===== src/hdl/wspc_pkg.sv =====
// Purpose: Constants for the wake/sleep power controller
// Assumes: Byte-wide registers on a 32-bit classic Wishbone bus
// Notes: Register word index times four gives the byte address
package wspc_pkg;
  // Register indices
  localparam logic [7:0] IDX_RX_WAKE = 8'h45;
  localparam logic [7:0] IDX_RX_SLEEP_LO = 8'h46;
  localparam logic [7:0] IDX_RX_SLEEP_HI = 8'h47;
  localparam logic [7:0] IDX_RX_WIN = 8'h48;
  localparam logic [7:0] IDX_RX_EXT = 8'h4c;
  localparam logic [7:0] IDX_TX_EXT = 8'h4d;
  localparam logic [7:0] IDX_TX_SLEEP_LO = 8'h57;
  localparam logic [7:0] IDX_TX_SLEEP_HI = 8'h58;
  localparam logic [7:0] IDX_TX_WIN = 8'h59;
  localparam logic [7:0] IDX_INT_CFG = 8'h53;
  localparam logic [7:0] IDX_TX_MODE = 8'h60;
  localparam logic [7:0] IDX_RX_MODE = 8'h61;
  localparam logic [7:0] IDX_CTRL = 8'h62;
  localparam logic [7:0] IDX_STATUS = 8'h63;
  // Field positions
  localparam int TX_MODE_PD_BIT = 6;
  localparam int TX_MODE_PINWAKE_BIT = 5;
  localparam int RX_MODE_PD_BIT = 7;
  localparam int RX_WAKE_TIMER_BIT = 4;
  localparam int INT_CFG_WAKE_BIT = 1;
  localparam int INT_CFG_POL_BIT = 7;
  localparam int CTRL_ROLE_BIT = 0;
  localparam int CTRL_LINK_BIT = 1;
  // Reset value and wake register write mask
  localparam logic [7:0] REG_RESET = 8'h00;
  localparam logic [7:0] RX_WAKE_WMASK = 8'h1f;
  // Timing
  localparam int CLK_HZ = 20000000;
  localparam int TICK_MS = 10;
  localparam int TICK_CYCLES = CLK_HZ / 1000 * TICK_MS;
  localparam int TICK_W = 18;
  // Power states
  typedef enum logic [1:0] {
    WSPC_AWAKE = 2'b00,
    WSPC_SEEK = 2'b01,
    WSPC_SLEEP = 2'b10
  } wspc_state_t;
endpackage : wspc_pkg


===== src/hdl/wspc_tick_if.sv =====
// Purpose: Carries the 10 ms tick between prescaler and controller
// Assumes: Single clock domain
// Notes: Tick is a one-cycle pulse
`timescale 1ns/1ps
`default_nettype none
interface wspc_tick_if;
  logic tick;
  modport src (output tick);
  modport dst (input tick);
endinterface : wspc_tick_if
`default_nettype wire


===== src/hdl/wspc_controller.sv =====
// Purpose: Wake/sleep power controller with Wishbone register access
// Assumes: clk at 20 MHz, nrst synchronous active low, one role per device
// Notes: Registers sit at word index times four; ack comes one cycle after request
//
// What this block does
// - Wake on enabled pin change or sleep timer
// - Pin change starts wake and relink attempt
// - Transmitter pin wake needs mode bit 5
// - Receiver: four pins, own enables bits 0-3
// - Receiver timer bit 4 overrides pin wake
// - Seek for wake time, then sleep if down
// - Pin wake window: (ext+1)*count*10 ms
// - Timer mode cycles sleep and wake
// - Sixteen-bit sleep, eight-bit wake, 10 ms units
// - Sleep timer beats relink; both must wake
// - Each role keeps its own timers
// - Zero wake count prevents return to sleep
// - Sleep counts held as low/high byte pairs
// - Receiver sleep count used in timer mode and as link-loss time
// - After auto sleep, use configured wake mode
// - Wake interrupt self-clearing, tracks awake state
// - Power down bits: receiver 7, transmitter 6
// - Link loss for sleep count triggers sleep
// - Interrupt config bit 1 selects wake interrupt
`timescale 1ns/1ps
`default_nettype none
module wspc_controller
  import wspc_pkg::*;
#(
  parameter int TICK_PERIOD = TICK_CYCLES
) (
  // Clock and reset
  input wire logic clk,
  input wire logic nrst,
  // Wishbone slave
  input wire logic cyc_i,
  input wire logic stb_i,
  input wire logic we_i,
  input wire logic [9:0] adr_i,
  input wire logic [3:0] sel_i,
  input wire logic [31:0] dat_i,
  output logic [31:0] dat_o,
  output logic ack_o,
  // Wake pins
  input wire logic transmitter_wake_pin,
  input wire logic [3:0] receiver_digital_inputs,
  // Link status from the radio
  input wire logic linkUp,
  // Other interrupt request from the rest of the device
  input wire logic otherIrq,
  // Power and interrupt outputs
  output logic powerDown,
  output logic irqPin
);
  // Registers
  logic [7:0] rx_wake_source_enable;
  logic [15:0] rx_sleep_count;
  logic [15:0] tx_sleep_count;
  logic [7:0] rx_wake_window_count;
  logic [7:0] tx_wake_window_count;
  logic [7:0] rx_wake_window_extension;
  logic [7:0] tx_wake_window_extension;
  logic [7:0] interrupt_config;
  logic [7:0] transmitter_mode_reg;
  logic [7:0] rx_mode_reg;
  logic [7:0] ctrlReg;
  // State
  wspc_state_t state;
  logic [15:0] sleepCnt;
  logic [15:0] winCnt;
  logic [7:0] extCnt;
  logic [15:0] lossCnt;
  logic pinWoke;
  logic [4:0] pinMeta, pinSync, pinPrev;
  wspc_tick_if tk ();

  wspc_prescaler #(.PERIOD(TICK_PERIOD)) u_pre (
    .clk(clk),
    .nrst(nrst),
    .tk(tk)
  );

  // Role-muxed view of configuration
  logic roleRx;
  logic pdBit;
  logic timerMode;
  logic [15:0] sleepVal;
  logic [7:0] winVal;
  logic [7:0] extVal;
  logic pinEvent;
  logic [4:0] pinChg;
  assign roleRx = ctrlReg[CTRL_ROLE_BIT];
  assign pdBit = roleRx ? rx_mode_reg[RX_MODE_PD_BIT]
                        : transmitter_mode_reg[TX_MODE_PD_BIT];
  assign timerMode = roleRx ? rx_wake_source_enable[RX_WAKE_TIMER_BIT]
                            : !transmitter_mode_reg[TX_MODE_PINWAKE_BIT];
  assign sleepVal = roleRx ? rx_sleep_count : tx_sleep_count;
  assign winVal = roleRx ? rx_wake_window_count : tx_wake_window_count;
  assign extVal = roleRx ? rx_wake_window_extension : tx_wake_window_extension;
  assign pinChg = pinSync ^ pinPrev;
  // Pin wake only with timer wake off
  assign pinEvent = roleRx
      ? (!rx_wake_source_enable[RX_WAKE_TIMER_BIT]
         && |(pinChg[3:0] & rx_wake_source_enable[3:0]))
      : (transmitter_mode_reg[TX_MODE_PINWAKE_BIT] && pinChg[4]);

  // Two-stage pin synchroniser and change detector
  always_ff @(posedge clk) begin
    if (!nrst) begin
      pinMeta <= 5'h00;
      pinSync <= 5'h00;
      pinPrev <= 5'h00;
    end else begin
      pinMeta <= {transmitter_wake_pin, receiver_digital_inputs};
      pinSync <= pinMeta;
      pinPrev <= pinSync;
    end
  end

  // Wishbone decode
  logic hit;
  logic [7:0] idx;
  logic req;
  assign idx = adr_i[9:2];
  assign req = cyc_i && stb_i && !ack_o;

  function automatic logic [7:0] rd_reg(input logic [7:0] a);
    case (a)
      IDX_RX_WAKE: rd_reg = rx_wake_source_enable;
      IDX_RX_SLEEP_LO: rd_reg = rx_sleep_count[7:0];
      IDX_RX_SLEEP_HI: rd_reg = rx_sleep_count[15:8];
      IDX_RX_WIN: rd_reg = rx_wake_window_count;
      IDX_RX_EXT: rd_reg = rx_wake_window_extension;
      IDX_TX_EXT: rd_reg = tx_wake_window_extension;
      IDX_TX_SLEEP_LO: rd_reg = tx_sleep_count[7:0];
      IDX_TX_SLEEP_HI: rd_reg = tx_sleep_count[15:8];
      IDX_TX_WIN: rd_reg = tx_wake_window_count;
      IDX_INT_CFG: rd_reg = interrupt_config;
      IDX_TX_MODE: rd_reg = transmitter_mode_reg;
      IDX_RX_MODE: rd_reg = rx_mode_reg;
      IDX_CTRL: rd_reg = ctrlReg;
      IDX_STATUS: rd_reg = {5'h00, pinWoke, state};
      default: rd_reg = 8'h00;
    endcase
  endfunction : rd_reg

  // Bus answer: one cycle ack, unmapped reads zero
  always_ff @(posedge clk) begin
    if (!nrst) begin
      ack_o <= 1'b0;
      dat_o <= 32'h0000_0000;
    end else begin
      ack_o <= req;
      dat_o <= req ? {24'h00_0000, rd_reg(idx)} : 32'h0000_0000;
    end
  end

  // Register writes on lane 0
  always_ff @(posedge clk) begin
    if (!nrst) begin
      rx_wake_source_enable <= REG_RESET;
      rx_sleep_count <= 16'h0000;
      tx_sleep_count <= 16'h0000;
      rx_wake_window_count <= REG_RESET;
      tx_wake_window_count <= REG_RESET;
      rx_wake_window_extension <= REG_RESET;
      tx_wake_window_extension <= REG_RESET;
      interrupt_config <= REG_RESET;
      transmitter_mode_reg <= REG_RESET;
      rx_mode_reg <= REG_RESET;
      ctrlReg <= REG_RESET;
    end else if (req && we_i && sel_i[0]) begin
      case (idx)
        IDX_RX_WAKE: rx_wake_source_enable <= dat_i[7:0] & RX_WAKE_WMASK;
        IDX_RX_SLEEP_LO: rx_sleep_count[7:0] <= dat_i[7:0];
        IDX_RX_SLEEP_HI: rx_sleep_count[15:8] <= dat_i[7:0];
        IDX_RX_WIN: rx_wake_window_count <= dat_i[7:0];
        IDX_RX_EXT: rx_wake_window_extension <= dat_i[7:0];
        IDX_TX_EXT: tx_wake_window_extension <= dat_i[7:0];
        IDX_TX_SLEEP_LO: tx_sleep_count[7:0] <= dat_i[7:0];
        IDX_TX_SLEEP_HI: tx_sleep_count[15:8] <= dat_i[7:0];
        IDX_TX_WIN: tx_wake_window_count <= dat_i[7:0];
        IDX_INT_CFG: interrupt_config <= dat_i[7:0] & 8'hfe;
        IDX_TX_MODE: transmitter_mode_reg <= dat_i[7:0];
        IDX_RX_MODE: rx_mode_reg <= dat_i[7:0];
        IDX_CTRL: ctrlReg <= {6'h00, dat_i[1:0]};
        default: ;
      endcase
    end
  end

  // Power state machine, counting 10 ms ticks
  logic winDone;
  assign winDone = (winCnt == 16'h0000) && (extCnt == 8'h00);
  always_ff @(posedge clk) begin
    if (!nrst) begin
      state <= WSPC_AWAKE;
      sleepCnt <= 16'h0000;
      winCnt <= 16'h0000;
      extCnt <= 8'h00;
      lossCnt <= 16'h0000;
      pinWoke <= 1'b0;
    end else begin
      case (state)
        WSPC_AWAKE: begin
          // Link loss watchdog
          // Watch off or link present keeps the loss timer full
          if (!ctrlReg[CTRL_LINK_BIT] || linkUp) begin
            lossCnt <= sleepVal;
          end else if (tk.tick && winVal != 8'h00) begin
            if (lossCnt == 16'h0000) begin
              state <= WSPC_SLEEP;
              sleepCnt <= sleepVal;
            end else begin
              lossCnt <= lossCnt - 16'h0001;
            end
          end
          // Host power-down request
          if (pdBit && winVal != 8'h00) begin
            state <= WSPC_SLEEP;
            sleepCnt <= sleepVal;
          end
        end
        WSPC_SLEEP: begin
          if (pinEvent) begin
            state <= WSPC_SEEK;
            pinWoke <= 1'b1;
            winCnt <= {8'h00, winVal};
            extCnt <= extVal;
          end else if (timerMode && tk.tick) begin
            if (sleepCnt <= 16'h0001) begin
              state <= WSPC_SEEK;
              pinWoke <= 1'b0;
              winCnt <= {8'h00, winVal};
              extCnt <= 8'h00;
            end else begin
              sleepCnt <= sleepCnt - 16'h0001;
            end
          end
        end
        WSPC_SEEK: begin
          // Window end wins over relink while still down
          if (tk.tick && winVal != 8'h00) begin
            if (winCnt <= 16'h0001 && extCnt == 8'h00) begin
              if (pdBit || !linkUp) begin
                state <= WSPC_SLEEP;
                sleepCnt <= sleepVal;
              end else begin
                state <= WSPC_AWAKE;
                lossCnt <= sleepVal;
              end
            end else if (winCnt <= 16'h0001) begin
              winCnt <= {8'h00, winVal};
              extCnt <= extCnt - 8'h01;
            end else begin
              winCnt <= winCnt - 16'h0001;
            end
          end else if (winVal == 8'h00 || winDone) begin
            state <= WSPC_AWAKE;
            lossCnt <= sleepVal;
          end
        end
        default: state <= WSPC_AWAKE;
      endcase
    end
  end

  // Outputs from flip-flops; wake interrupt tracks awake state
  always_ff @(posedge clk) begin
    if (!nrst) begin
      powerDown <= 1'b0;
      irqPin <= 1'b0;
    end else begin
      powerDown <= (state == WSPC_SLEEP);
      if (interrupt_config[INT_CFG_WAKE_BIT]) begin
        irqPin <= interrupt_config[INT_CFG_POL_BIT] ~^ (state != WSPC_SLEEP);
      end else begin
        irqPin <= interrupt_config[INT_CFG_POL_BIT] ~^ otherIrq;
      end
    end
  end
endmodule : wspc_controller
`default_nettype wire


===== src/hdl/wspc_prescaler.sv =====
// Purpose: Derives the 10 ms tick from the system clock
// Assumes: clk at 20 MHz, nrst synchronous active low
// Notes: Period is a parameter so a bench may shorten it
`timescale 1ns/1ps
`default_nettype none
module wspc_prescaler
  import wspc_pkg::*;
#(
  parameter int PERIOD = TICK_CYCLES
) (
  // Clock and reset
  input wire logic clk,
  input wire logic nrst,
  // Tick out
  wspc_tick_if.src tk
);
  logic [TICK_W-1:0] cnt;

  // Free-running divider
  always_ff @(posedge clk) begin
    if (!nrst) begin
      cnt <= '0;
      tk.tick <= 1'b0;
    end else if (cnt == TICK_W'(PERIOD - 1)) begin
      cnt <= '0;
      tk.tick <= 1'b1;
    end else begin
      cnt <= cnt + 1'b1;
      tk.tick <= 1'b0;
    end
  end
endmodule : wspc_prescaler
`default_nettype wire


===== config.mk =====
export PLATFORM = sky130hd
export DESIGN_NAME = wspc_controller
export DESIGN_NICKNAME = d
export VERILOG_FILES = /design/src/hdl/wspc_pkg.sv /design/src/hdl/wspc_tick_if.sv /design/src/hdl/wspc_controller.sv /design/src/hdl/wspc_prescaler.sv
export SDC_FILE = /design/constraint.sdc
export NUM_CORES = 1
export LEC_CHECK = 0
export ABC_AREA = 1
export CORE_ASPECT_RATIO = 1.25
export CORE_UTILIZATION = 55
export DETAILED_ROUTE_END_ITERATION = 10
export DONT_BUFFER_PORTS = 1
export GPL_TIMING_DRIVEN = 0
export HOLD_SLACK_MARGIN = 0.12
export PLACE_DENSITY = 0.79
export RECOVER_POWER = 100
export SYNTH_ARGS = -nofsm -noshare
export SYNTH_HDL_FRONTEND = slang
export SYNTH_SLANG_ARGS = --single-unit

===== constraint.sdc =====
create_clock -name clk -period 5.65 [get_ports clk]
set_input_delay 0.2825 -clock clk [delete_from_list [all_inputs] [get_ports clk]]
set_output_delay 0.2825 -clock clk [all_outputs]
set_load 0.01 [all_outputs]

== After elaboration in Yosys (flattened, before gate mapping) ==
Index checks and enable logic that the tools add are counted.
Word-level totals
  register bits: 222
  bits of input ports: 58
  output and inout bits: 35
  logic and storage cells: 186
Cells by class
  add/subtract/negate cells: 5
  magnitude comparators: 2
  equal/unequal tests: 36
  multiplexer cells: 57
  bitwise operators: 5
  reduce and logical (&&, ||, !) cells: 52
Operator list (count)
  two-way mux 16 bit: 24
  == test 8 x 7 -> 1 bit, second input constant: 14
  one-hot mux 8 bit (14 select lines): 1
  two-way mux 8 bit: 8
  one-hot mux 16 bit (2 select lines): 2
  one-hot mux 16 bit (3 select lines): 1
  subtractor 16 x 1 -> 16 bit, second input constant: 3
  less-or-equal comparator 16 x 1 -> 1 bit, second input constant: 2
  logical NOT 16 bit: 2
  != test 3 bit, second input constant: 10
  AND reduction 2 bit: 14
  two-way mux 2 bit: 11
  adder 18 x 1 -> 18 bit, second input constant: 1
  == test 18 bit, second input constant: 1
  != test 2 bit, second input constant: 9
  logical NOT 8 bit: 2
  one-hot mux 8 bit (2 select lines): 1
  AND reduction 6 bit: 2
  logical AND 1 bit: 11
  AND reduction 10 bit: 1
  two-way mux 1 bit: 8
  nonzero test 2 bit: 4
  nonzero test 8 bit: 1
  subtractor 8 x 1 -> 8 bit, second input constant: 1
  other kinds (16): 23

== Longest topological paths before layout ==
  depth in word-level cells: 7
  gate-level depth with buffers: 15
  depth with buffers taken out: 14

== By module ==
From an unflattened synthesis, not the netlist that was laid out.
Second synthesis, totals
  cell total of the unflattened synthesis: 1670
  area total of the unflattened synthesis: 10844.2 um^2
Modules (own cells, without submodules)
  wspc_controller: times used 1, cells an instance 1524, area each 9857.0 um^2, sequential area each 3583.4 um^2
  wspc_prescaler: times used 1, cells an instance 146, area each 987.2 um^2, sequential area each 380.4 um^2

== Worst setup path before layout ==
No wires, ideal clock.
  path kind: register -> register
  start: register sleepCnt[0]
  end: register winCnt[6]
  library setup time: 0.116 ns
  arrival time: 1.671 ns
  data required time: 5.534 ns
  path slack: 3.863 ns
  stages on the path, launching flop included: 12
  period minus slack after synthesis: 1.787 ns
  cells stage by stage: dfxtp_1 inv_1 ha_1 nand3_1 nand2_1 nand4_1 nand4_1 nand2_2 clkinv_2 buf_6 nor2_1 nor2_1
On the way
  longest elaborated chain between the ends: 3
RTL lines
  start: declaration: RTL line wspc_controller.sv:69  | logic [15:0] sleepCnt;
  start signal: assignment: RTL line wspc_controller.sv:213  | sleepCnt <= sleepVal;
  start signal: assignment: RTL line wspc_controller.sv:221  | sleepCnt <= sleepVal;
  start signal: assignment: RTL line wspc_controller.sv:237  | sleepCnt <= sleepCnt - 16'h0001;
  less-or-equal comparator 16 x 1 -> 1 bit: RTL line wspc_controller.sv:231  | if (sleepCnt <= 16'h0001) begin
  != test 3 bit (no line)
  AND reduction 5 bit (no line)
  end signal: assignment: RTL line wspc_controller.sv:228  | winCnt <= {8'h00, winVal};
  end signal: assignment: RTL line wspc_controller.sv:234  | winCnt <= {8'h00, winVal};
  end signal: assignment: RTL line wspc_controller.sv:253  | winCnt <= {8'h00, winVal};
  end: declaration: RTL line wspc_controller.sv:70  | logic [15:0] winCnt;
Every way passes these cells.
A chain may end at the register's enable or synchronous reset.

== Worst setup path in the final report ==
  start: register sleepCnt[0]
  end: register winCnt[7]
The elaborated chain is that of the path after synthesis.

==> results.json <==
{
  "met3_length_mm": 2.50,
  "internal_power_mw": 2.04,
  "syn_area_um2": 10700,
  "whs_endpoint": "irqPin",
  "clockRootBuffer": "clkbuf_16",
  "grt_pass1_wl_mm": 49.9,
  "nFillCells": 1774,
  "finalMaxSlewViolations": 0,
  "p_sw_frac": 0.258,
  "row_count": 56,
  "seq_power_share": 0.512,
  "ctsResizeCount": 0,
  "worstPathArrival_ns": 3.17,
  "synthToLayoutAreaGrowth_pct": 9.41,
  "drt_iter0_drc": 1088,
  "drv.max_cap_violation_count": 0,
  "fin_crit_ns": 2.83,
  "layout-drive-gt1-share": 0.0556,
  "yosys.area.top_type": "dfxtp_1",
  "crit_path_end_kind": "register",
  "critPathLaunchType": "register",
  "yosysTopAreaCellShare": 0.372,
  "p_switching_uw": 710,
  "grt_antenna_before_repair": 0,
  "cts_tree": "yes",
  "power.share.clock": 0.447,
  "routed_wirelength_mm": 31.6,
  "avgSynthCellArea_um2": 6.58,
  "hold_class": "in2reg",
  "finalSetupTns_ns": 0,
  "tightest_slew_ns": 1.44,
  "die_h_um": 158,
  "ant_nets": 0,
  "critPathRequiredTime_ns": 5.99,
  "timing.fmax_mhz": 354,
  "grt_pass1_vias": 9787,
  "rsz0062_at_grt": "no",
  "die_area_um2": 19900,
  "fp.dieW_um": 127,
  "period_share": 0.501,
  "async_flop_share": 0,
  "hp-start": "otherIrq",
  "slowest_delay_ns": 0.45,
  "ios": 93,
  "antenna_cells": 0,
  "yosys_warnings": 0,
  "cts_made_buffers": 17,
  "met2WireLength_mm": 14.2,
  "crit_path_max_fanout": 10,
  "dr.pass1.iters": 6,
  "post_cts_buffers": 0,
  "p_per_area_nw_per_um2": 235,
  "crit_family": "simple AND/OR/NAND/NOR gates",
  "synth_most_common_cell": "nand2_1",
  "top_register": "u_pre.cnt",
  "reg2reg_slack_ns": 2.82,
  "maxSlewHeadroom": 0.0313,
  "status": "finished, final reports clean",
  "skew_ns": 0.0127,
  "nets": 1745,
  "clockBufferDepth": 2,
  "setup_violations": 0,
  "hold_viol": 0,
  "post-route-drc-count": 0,
  "crit_type": "reg2reg",
  "start_util": 0.566,
  "largest_reg_flops": 18,
  "crit_slowest_cell": "nand2_1",
  "p_comb_frac": 0.041,
  "htree_levels": 4,
  "clock-sinks": 198,
  "synth-seq-cells": 198,
  "synth_flop_cell": "dfxtp_1",
  "reg2reg_to": "winCnt[7]",
  "top_layer_used": "met4",
  "crit_path_cell_trace": "inv_1, ha_1, nand3_1, nand2_1, nand4_1, nand4_1, nand2_1, clkinvlp_2, clkbuf_1, nor2_1, nor2_1",
  "place.port_buffers": 0,
  "crit_buf_inv": 3,
  "whs_path_depth": 2,
  "grt_start_max_net_pins": 22,
  "via_per_inst": 5.64,
  "postLayoutCoreUtil": 0.619,
  "yosysUniqueCellTypes": 48,
  "synthTopCellsByArea": "dfxtp_1 37%, nand2_1 12%, nor2_1 8.4%",
  "synth_cells": 1621,
  "num_vias": 10842,
  "grt_usage": 0.321,
  "cp_num_cells": 11,
  "leakagePower_nw": 5.34,
  "finalPower_mw": 2.75,
  "m1WireLength_mm": 13.1,
  "overflow": 0,
  "dp_hpwl_mm": 23.1,
  "gp_congestion": 0.995,
  "max-vdd-ir-drop_mv": 0.227,
  "reg2reg_depth": 11,
  "ys_seq_area_frac": 0.372,
  "synth_common_cells": "354 x nand2_1, 238 x nor2_1, 198 x dfxtp_1",
  "rr_startpoint": "sleepCnt[0]",
  "synth_edf_count": 0,
  "wire_per_inst_um": 16.4,
  "path_clk_slew_ns": 0.07,
  "core_um2": 18800,
  "clkLatencyLatePin_ns": 0.45
}
[timing repair]
action,CTS,global route
setup endpoints to repair,0,0
hold buffers,16,0
hold endpoints to repair,21,0
[power by group through the flow]
| stage | sequential [mW] | combinational, mW | clock, mW |
|---|---|---|---|
| 5_1_grt | 1.41 | 0.123 | 1.29 |
| 2_1_floorplan | 1.44 | 0.0728 | 0 |
| 4_1_cts | 1.40 | 0.112 | 1.24 |
| 6_report | 1.40 | 0.114 | 1.23 |
| 3_5_place_dp | 1.44 | 0.102 | 0 |
| 3_3_place_gp | 1.44 | 0.100 | 0 |
[cells by family (layout without fill, tap and decap cells)]
group                    count (synthesis)  after routing  synth area share
XOR/XNOR                                20             20            0.0164
buffers and inverters                  266            314             0.111
AO/OA/AOI/OAI                          339            339             0.171
other                                    1             24          0.000352
adder cells (fa/ha/maj)                  8              8           0.00939
AND/OR/NAND/NOR                        788            788             0.319
multiplexers                             1              1          0.000939
flip-flops                             198            198             0.372
[how the worst max path moves through the flow]
stage | startpoint | to | slack, ns
final | sleepCnt[0] | winCnt[7] | 2.82
after global routing | sleepCnt[0] | winCnt[7] | 2.67
after CTS | sleepCnt[0] | winCnt[7] | 3.29
after detailed placement | sleepCnt[0] | winCnt[12] | 3.36
after global placement | sleepCnt[0] | winCnt[12] | 3.39
after floorplan | sleepCnt[0] | winCnt[6] | 3.86
[area by class of cell]
cell class                 instances  area, um2  area share
sequential                       198       3960       0.340
inverter                         175        658      0.0564
tap                              232        290      0.0249
clock inverter                    14        176      0.0151
timing repair buffer              16        160      0.0137
multi-input combinational       1180       5520       0.473
buffer                            91        472      0.0404
clock buffer                      18        429      0.0368
[stage by stage]
stage,worst slack (ns),std cells,hold slack (ns),area (um2)
2_1_floorplan,3.86,1644,0.380,10700
3_3_place_gp,3.39,1876,0.382,11000
3_5_place_dp,3.36,1876,0.386,11000
4_1_cts,3.29,1924,0.139,11800
5_1_grt,2.67,1924,0.164,11700
6_report,2.82,1924,0.134,11700
[routing by layer]
metal | global-route usage | up-vias
met1 | 0.402 | 4886
met2 | 0.526 | 495
met5 | 0 | -
li1 | - | 5348
met4 | 0.181 | 0
met3 | 0.0544 | 113
[placed cells by master (no fill, tap or decap), drive strengths merged, types with 3 or more instances in the layout]
master / synthesis / routed
xor2: 14 / 14
nand3b: 3 / 3
ha: 8 / 8
o211ai: 4 / 4
nor2: 252 / 252
nand3: 105 / 105
nand2: 360 / 360
xnor2: 6 / 6
dfxtp: 198 / 198
a211oi: 25 / 25
conb: 1 / 24
clkbuf: 33 / 70
nand4: 36 / 36
a21oi: 127 / 127
o22ai: 5 / 5
nor4: 8 / 8
inv: 172 / 177
or2: 4 / 4
buf: 58 / 39
a22oi: 3 / 3
clkinv: 3 / 10
o21ai: 165 / 165
dlygate4sd3: 0 / 16
nor3: 18 / 18
(Power assumes the default switching activity.)
